==> src/shared/wait_pkg.sv <==
// Package for the processor wait-state control block.
// Assumes a single 100 MHz system clock; the two processor phases are
// derived inside the block from that clock.
package wait_pkg;

   // ***************************************************************
   // Phase generation
   // ***************************************************************
   localparam int unsigned CLK_PERIOD_NS   = 10;
   // Length of each non-overlapping phase high pulse, in ns.
   localparam int unsigned PHASE_HIGH_NS   = 40;
   // Gap between phases, in ns, keeping the phases non-overlapping.
   localparam int unsigned PHASE_GAP_NS    = 10;
   localparam int unsigned PHASE_HIGH_CYC  =
      (PHASE_HIGH_NS + CLK_PERIOD_NS - 1) / CLK_PERIOD_NS;
   localparam int unsigned PHASE_GAP_CYC   =
      (PHASE_GAP_NS + CLK_PERIOD_NS - 1) / CLK_PERIOD_NS;
   localparam int unsigned PHASE_CNT_W     = 4;
   localparam logic [PHASE_CNT_W-1:0] PHASE_CNT_ZERO = 4'h0;
   localparam logic [PHASE_CNT_W-1:0] PHASE_CNT_ONE  = 4'h1;

   // Bus widths of the machine.
   localparam int unsigned ADDR_W = 16;
   localparam int unsigned DATA_W = 8;
   localparam logic [ADDR_W-1:0] ADDR_RESET = 16'h0000;
   localparam logic [ADDR_W-1:0] ADDR_STEP  = 16'h0001;
   localparam logic [DATA_W-1:0] DATA_RESET = 8'h00;

   // Phase sequencer, Gray coded along its loop.
   typedef enum logic [1:0] {
      PH_ONE  = 2'b00,
      PH_GAP1 = 2'b01,
      PH_TWO  = 2'b11,
      PH_GAP2 = 2'b10
   } phase_e;

   // Bus cycle as presented by the execution core.
   typedef struct packed {
      logic [ADDR_W-1:0] addr;
      logic [DATA_W-1:0] wdata;
      logic              write;
   } bus_cycle_s;

endpackage : wait_pkg

==> src/rtl/cpu_wait_state_control.sv <==
// Wait-state control of an 8-bit processor with a two-phase clock.
// Assumes the execution core offers one bus cycle per phase pair and
// advances only when advance_o pulses; the wait-request pin is async.
`timescale 1ns/1ps
`default_nettype none
module cpu_wait_state_control
   import wait_pkg::*;
#(
   parameter int unsigned HIGH_CYC = PHASE_HIGH_CYC,
   parameter int unsigned GAP_CYC  = PHASE_GAP_CYC
) (
   input  wire logic              clk_i,
   input  wire logic              nrst_i,
   input  wire logic              ready_n_pin_i,
   input  wire bus_cycle_s        core_cycle_i,
   output logic                   phi1_o,
   output logic                   phi2_o,
   output logic [ADDR_W-1:0]      addr_o,
   output logic [DATA_W-1:0]      data_o,
   output logic                   data_oe_n_o,
   output logic                   rw_o,
   output logic                   stalled_o,
   output logic                   advance_o
);

   // ***************************************************************
   // Input synchroniser
   // ***************************************************************
   logic rdy_level;

   wait_sync u_sync (
      .clk_i   (clk_i),
      .nrst_i  (nrst_i),
      .async_i (ready_n_pin_i),
      .level_o (rdy_level)
   );

   // ***************************************************************
   // Phase decode
   // ***************************************************************
   // The same phase tests drive the pins, the wait sampling and the
   // data enable. They live in one place so that the three can never
   // disagree about where a phase starts or ends.
   function automatic logic in_phase_one(input phase_e ph);
      return ph == PH_ONE;
   endfunction

   function automatic logic in_phase_two(input phase_e ph);
      return ph == PH_TWO;
   endfunction

   // ***************************************************************
   // Phase generator
   // ***************************************************************
   phase_e                 ph_reg;
   phase_e                 ph_next;
   logic [PHASE_CNT_W-1:0] pcnt_reg;
   logic [PHASE_CNT_W-1:0] pcnt_next;
   logic                   end_of_phase;

   // Free-running phases; nothing here looks at the wait line, so a
   // slow device can never widen a phase.
   always_comb begin
      end_of_phase = (pcnt_reg == PHASE_CNT_ONE);
      pcnt_next    = pcnt_reg - PHASE_CNT_ONE;
      ph_next      = ph_reg;
      if (end_of_phase) begin
         case (ph_reg)
            PH_ONE: begin
               ph_next   = PH_GAP1;
               pcnt_next = PHASE_CNT_W'(GAP_CYC);
            end
            PH_GAP1: begin
               ph_next   = PH_TWO;
               pcnt_next = PHASE_CNT_W'(HIGH_CYC);
            end
            PH_TWO: begin
               ph_next   = PH_GAP2;
               pcnt_next = PHASE_CNT_W'(GAP_CYC);
            end
            default: begin
               ph_next   = PH_ONE;
               pcnt_next = PHASE_CNT_W'(HIGH_CYC);
            end
         endcase
      end
   end

   always_ff @(posedge clk_i or negedge nrst_i) begin
      if (!nrst_i) begin
         ph_reg   <= PH_GAP2;
         pcnt_reg <= PHASE_CNT_ONE;
      end else begin
         ph_reg   <= ph_next;
         pcnt_reg <= pcnt_next;
      end
   end

   // ***************************************************************
   // Wait request tracking
   // ***************************************************************
   logic rdy_prev_reg;
   logic pend_reg;
   logic pend_next;
   logic wait_reg;
   logic wait_next;
   logic fall_in_phi1;
   logic cycle_end;
   logic cur_write;

   // A cycle ends at the close of phase two; the decision for the next
   // cycle is made there.
   always_comb begin
      cycle_end    = end_of_phase && in_phase_two(ph_reg);
      cur_write    = rw_o == 1'b0;
      fall_in_phi1 = rdy_prev_reg && !rdy_level && in_phase_one(ph_reg);
      pend_next    = pend_reg;
      wait_next    = wait_reg;
      // A fall is remembered until a non-write cycle ends, so one that
      // lands in a write is not lost but deferred.
      if (fall_in_phi1) begin
         pend_next = 1'b1;
      end
      // Write cycles are never turned into waits: the pending request rides
      // along until a read ends, so a store is never issued twice.
      if (cycle_end) begin
         if (wait_reg) begin
            // Release only on a high level seen during phase two.
            if (rdy_level) begin
               wait_next = 1'b0;
            end
         end else if (pend_reg || fall_in_phi1) begin
            if (!cur_write) begin
               wait_next = 1'b1;
               pend_next = 1'b0;
            end
         end
      end
   end

   always_ff @(posedge clk_i or negedge nrst_i) begin
      if (!nrst_i) begin
         rdy_prev_reg <= 1'b1;
         pend_reg     <= 1'b0;
         wait_reg     <= 1'b0;
      end else begin
         rdy_prev_reg <= rdy_level;
         pend_reg     <= pend_next;
         wait_reg     <= wait_next;
      end
   end

   // ***************************************************************
   // Bus drivers
   // ***************************************************************
   logic [ADDR_W-1:0] addr_next;
   logic [DATA_W-1:0] data_next;
   logic              rw_next;
   logic              oe_n_next;
   logic              adv_next;
   logic              phi1_next;
   logic              phi2_next;
   logic              stall_next;

   // New cycle loaded only when not waiting; a wait repeats the held read
   // with address and rw held and data_oe_n_o high, and no acknowledge is produced.
   always_comb begin
      addr_next = addr_o;
      data_next = data_o;
      rw_next   = rw_o;
      adv_next  = 1'b0;
      if (cycle_end && !wait_next) begin
         addr_next = core_cycle_i.addr;
         data_next = core_cycle_i.wdata;
         rw_next   = !core_cycle_i.write;
         adv_next  = 1'b1;
      end
      oe_n_next = !(in_phase_two(ph_next) && !rw_next);
      // Pins follow the phase about to be entered, so after the register
      // stage they line up with the internal sequencer.
      phi1_next  = in_phase_one(ph_next);
      phi2_next  = in_phase_two(ph_next);
      // Status only; the requester cannot rely on it as a handshake.
      stall_next = wait_next;
   end

   always_ff @(posedge clk_i or negedge nrst_i) begin
      if (!nrst_i) begin
         addr_o      <= ADDR_RESET;
         data_o      <= DATA_RESET;
         rw_o        <= 1'b1;
         data_oe_n_o <= 1'b1;
         advance_o   <= 1'b0;
         phi1_o      <= 1'b0;
         phi2_o      <= 1'b0;
         stalled_o   <= 1'b0;
      end else begin
         addr_o      <= addr_next;
         data_o      <= data_next;
         rw_o        <= rw_next;
         data_oe_n_o <= oe_n_next;
         advance_o   <= adv_next;
         phi1_o      <= phi1_next;
         phi2_o      <= phi2_next;
         stalled_o   <= stall_next;
      end
   end

endmodule // cpu_wait_state_control
`default_nettype wire

==> src/rtl/wait_sync.sv <==
// Three-stage synchroniser with agreement filter for the wait-request pin.
// Assumes the pin is asynchronous to clk_i.
`timescale 1ns/1ps
`default_nettype none
module wait_sync (
   input  wire logic clk_i,
   input  wire logic nrst_i,
   input  wire logic async_i,
   output logic      level_o
);
   logic s1_reg;
   logic s2_reg;
   logic s3_reg;
   logic level_reg;
   logic level_next;

   // Filtered level changes only once stages two and three agree.
   always_comb begin
      level_next = (s2_reg == s3_reg) ? s2_reg : level_reg;
   end

   // The pin idles high, so every stage resets high.
   always_ff @(posedge clk_i or negedge nrst_i) begin
      if (!nrst_i) begin
         s1_reg    <= 1'b1;
         s2_reg    <= 1'b1;
         s3_reg    <= 1'b1;
         level_reg <= 1'b1;
      end else begin
         s1_reg    <= async_i;
         s2_reg    <= s1_reg;
         s3_reg    <= s2_reg;
         level_reg <= level_next;
      end
   end

   assign level_o = level_reg;
endmodule // wait_sync
`default_nettype wire

==> config.mk <==
export PLATFORM = sky130hd
export DESIGN_NAME = cpu_wait_state_control
export DESIGN_NICKNAME = d
export VERILOG_FILES = /design/src/shared/wait_pkg.sv /design/src/rtl/cpu_wait_state_control.sv /design/src/rtl/wait_sync.sv
export SDC_FILE = /design/constraint.sdc
export NUM_CORES = 1
export LEC_CHECK = 0
export ABC_AREA = 1
export BUFFER_PORTS_ARGS = -buffer_cell sky130_fd_sc_hd__buf_2
export CORE_UTILIZATION = 35
export DETAILED_ROUTE_END_ITERATION = 10
export HOLD_SLACK_MARGIN = 0.08
export PLACE_DENSITY_LB_ADDON = 0.25
export SLEW_MARGIN = 0
export SYNTH_ARGS = -nofsm -noshare
export SYNTH_HDL_FRONTEND = slang
export SYNTH_SLANG_ARGS = --single-unit
==> constraint.sdc <==
create_clock -name clk_i -period 3.5 [get_ports clk_i]
set_clock_uncertainty 0.05 [all_clocks]
set_input_delay 0.175 -clock clk_i [delete_from_list [all_inputs] [get_ports clk_i]]
set_output_delay 0.175 -clock clk_i [all_outputs]
set_load 0.01 [all_outputs]
==> results.sh <==
export IMPL_arrival_ns=2.10
export IMPL_drtPass1Iterations=4
export IMPL_gp_congestion=0.670
export IMPL_synth_cell_type_count=24
export IMPL_dieHeight_um=72.4
export IMPL_hold_depth=4
export IMPL_p_sw_share_pct=28.8
export IMPL_via_per_inst=4.20
export IMPL_seq_area_frac_synth_pct=61.2
export IMPL_cp_buffers_inverters=2
export IMPL_timing_final_crit_share_pct=54.8
export IMPL_syn_to_final_growth_pct=38.2
export IMPL_nets=284
export IMPL_yosys_warnings=0
export IMPL_crit_cells=9
export IMPL_drive_gt1_share_pct=40.3
export IMPL_finalSetupTns_ns=0
export IMPL_p_switching_uw=353
export IMPL_outcome="complete, no violations"
export IMPL_die_area_um2=5240
export IMPL_worst_pin_slew_ns=0.907
export IMPL_syn_area_per_cell_um2=10.5
export IMPL_p_clk_share_pct=26.1
export IMPL_io_pins=58
export IMPL_placed_area_um2=2050
export IMPL_cp_common_cell="nand2_1"
export IMPL_grt_max_degree=43
export IMPL_clkLatencyLatePin_ns=0.29
export IMPL_critical_path_max_fanout=26
export IMPL_dp_cells=286
export IMPL_initial_core_util_pct=36.5
export IMPL_cp_slowest_cell="dfstp_2"
export IMPL_rsz0062_at_grt="no"
export IMPL_routed_wl_um=3570
export IMPL_p_seq_share_pct=51.7
export IMPL_antenna_found_initial=0
export IMPL_start_kind="flop"
export IMPL_reg2regPathDepth=9
export IMPL_cts_htree_levels=2
export IMPL_post_cts_buffers=0
export IMPL_cts_made_buffers=5
export IMPL_port_buffers=57
export IMPL_diodes=0
export IMPL_n_fill_cell=469
export IMPL_path_class="reg2reg"
export IMPL_final_area_um2=2400
export IMPL_drv_cap=0
export IMPL_ys_ff_latch=42
export IMPL_dp_worst_setup_slack_ns=1.60
export IMPL_setup_violations=0
export IMPL_p_leak_uw=0.00127
export IMPL_fmax_mhz=521
export IMPL_vias=1345
export IMPL_cts_sinks=42
export IMPL_netlist_area_um2=1740
export IMPL_cts_buffer_depth=2
export IMPL_syn_inst=166
export IMPL_fp_row_count=25
export IMPL_grt_pass1_vias=1321
export IMPL_cp_top_family="simple AND/OR/NAND/NOR gates"
export IMPL_route_detailed_drc=0
export IMPL_wire_per_inst_um=11.1
export IMPL_path_cells="inv_1 -> ha_1 -> nand3_1 -> a21oi_1 -> nand2_2 -> nand3_4 -> inv_6 -> nand2_1 -> nand2_1"
export IMPL_grt_pass1_wl_um=5760
export IMPL_peakVddDrop_uv=243
export IMPL_fp_dieW_um=72.4
export IMPL_grt_usage_pct=14.6
export IMPL_cts_tree="yes"
export IMPL_slew_headroom_pct=39.5
export IMPL_cts_root_buffer="clkbuf_8"
export IMPL_cts_clk_slew_worst_paths_ns=0.07
export IMPL_crit_path_max_incr_delay_ns=0.56
export IMPL_core_area_um2=4750
export IMPL_hold_ws_ns=0.0982
export IMPL_internal_power_uw=871
export IMPL_power_share_combinational_pct=22.2
export IMPL_hp_class="in2reg"
export IMPL_fin_crit_ns=1.92
export IMPL_ant_nets=0
export IMPL_fin_cells=320
export IMPL_critical_path_required_ns=3.68
export IMPL_hold_violations=0
export IMPL_grt_overflow=0
export IMPL_timing_final_ws_setup_ns=1.58
export IMPL_largest_register_ffs=16
export IMPL_p_per_area_nw_per_um2=510
export IMPL_drt_iter0_markers=33
export IMPL_endpoint_kind="flop"
export IMPL_syn_num_nets=198
export IMPL_dp_hpwl_um=2210
export IMPL_drv_slew=0
[cell usage after synthesis, drive strengths merged]
cell    n  share of area [%]
nand3   4                2.2
nor3    1               0.29
ha      4                2.9
nor2    6                1.6
inv    13                3.1
mux2    1               0.65
a22oi   1               0.43
a21oi   2               0.58
nand4   2               0.72
dfrtp  33                 48
maj3    1               0.58
xnor2   1               0.50
o21ai   1               0.29
dfstp   9                 14
nand2  81                 21
buf     4                3.3
o21a    2               0.86
[worst register-to-register path: stages (launching register included)]
cell and delay [ns]:
dfstp_2 0.56, inv_1 0.04, ha_1 0.17, nand3_1 0.10, a21oi_1 0.08, nand2_2 0.09
nand3_4 0.28, inv_6 0.33, nand2_1 0.11, nand2_1 0.06
[power groups by stage]
stage	Clock (uW)	Sequential, uW	Combinational [uW]
2_1_floorplan	0	679	85.1
3_3_place_gp	0	643	248
3_5_place_dp	0	638	253
4_1_cts	329	633	274
5_1_grt	351	644	304
6_report	319	633	272
[cell type report]
type	instances	area, um^2	share of cell area [%]
clock buffers	7	86.3	3.60
clock inverters	1	5.00	0.209
multi-input cells	107	562	23.4
well taps	67	83.8	3.50
flip-flops and latches	42	1060	44.3
inverters	13	53.8	2.24
repair buffers	83	546	22.7
[metrics by stage]
step           util (%)  power [uW]
3_3_place_gp       43.1         891
3_5_place_dp       43.1         891
2_1_floorplan         -         764
6_report           50.4        1220
4_1_cts            50.4        1240
5_1_grt            50.4        1300
[cells in the final DEF, fill, tap and decap left out, drive strengths merged]
| master | netlist | routed |
|---|---|---|
| dlygate4sd3 | 0 | 26 |
| a21oi | 2 | 2 |
| nand3 | 4 | 4 |
| inv | 13 | 13 |
| dfstp | 9 | 9 |
| dfrtp | 33 | 33 |
| a22oi | 1 | 1 |
| clkinv | 0 | 1 |
| nand4 | 2 | 2 |
| clkbuf | 0 | 7 |
| o21ai | 1 | 1 |
| o21a | 2 | 2 |
| buf | 4 | 57 |
| maj3 | 1 | 1 |
| nor2 | 6 | 6 |
| mux2 | 1 | 1 |
| nand2 | 81 | 81 |
| ha | 4 | 4 |
| nor3 | 1 | 1 |
| xnor2 | 1 | 1 |
[layer usage]
metal,track usage [%],vias to the layer above,routed length [um]
li1,-,676,-
met1,17.0,622,1580
met2,24.3,39,1720
met3,5.14,8,203
met4,6.75,0,61
met5,0,-,0
[logic make-up (layout without fill, tap and decap cells)]
logic type      count (synthesis)  count (layout)  synth area share (%)
compound gates                  6               6                  2.16
mux                             1               1                 0.649
fa+ha+maj                       5               5                  3.46
buf+inv                        17             104                  6.42
simple gates                   94              94                  25.6
flops                          42              42                  61.2
xor+xnor                        1               1                 0.505
[what timing repair did]
item                      in CTS  in global routing
hold endpoints to repair      58                  0
hold buffers                  26                  0
gates resized for setup        0                  0
[path summary, 6_finish.rpt]
path                       slack (ns)                 endpoint                     from
setup / recovery                 1.58    data_o[1]$_DFFE_PN0P_      ph_reg[1]$_DFF_PN1_
hold / removal                    0.1           rw_o$_DFF_PN1_          core_cycle_i[0]
setup reg to reg                 1.58    data_o[1]$_DFFE_PN0P_      ph_reg[1]$_DFF_PN1_
hold reg to reg                  0.30  u_sync.s2_reg$_DFF_PN1_  u_sync.s1_reg$_DFF_PN1_
max in group asynchronous        2.33    data_o[3]$_DFFE_PN0P_                   nrst_i
min in group asynchronous        0.51         phi1_o$_DFF_PN0_                   nrst_i
Power figures use the tool's default switching activity.
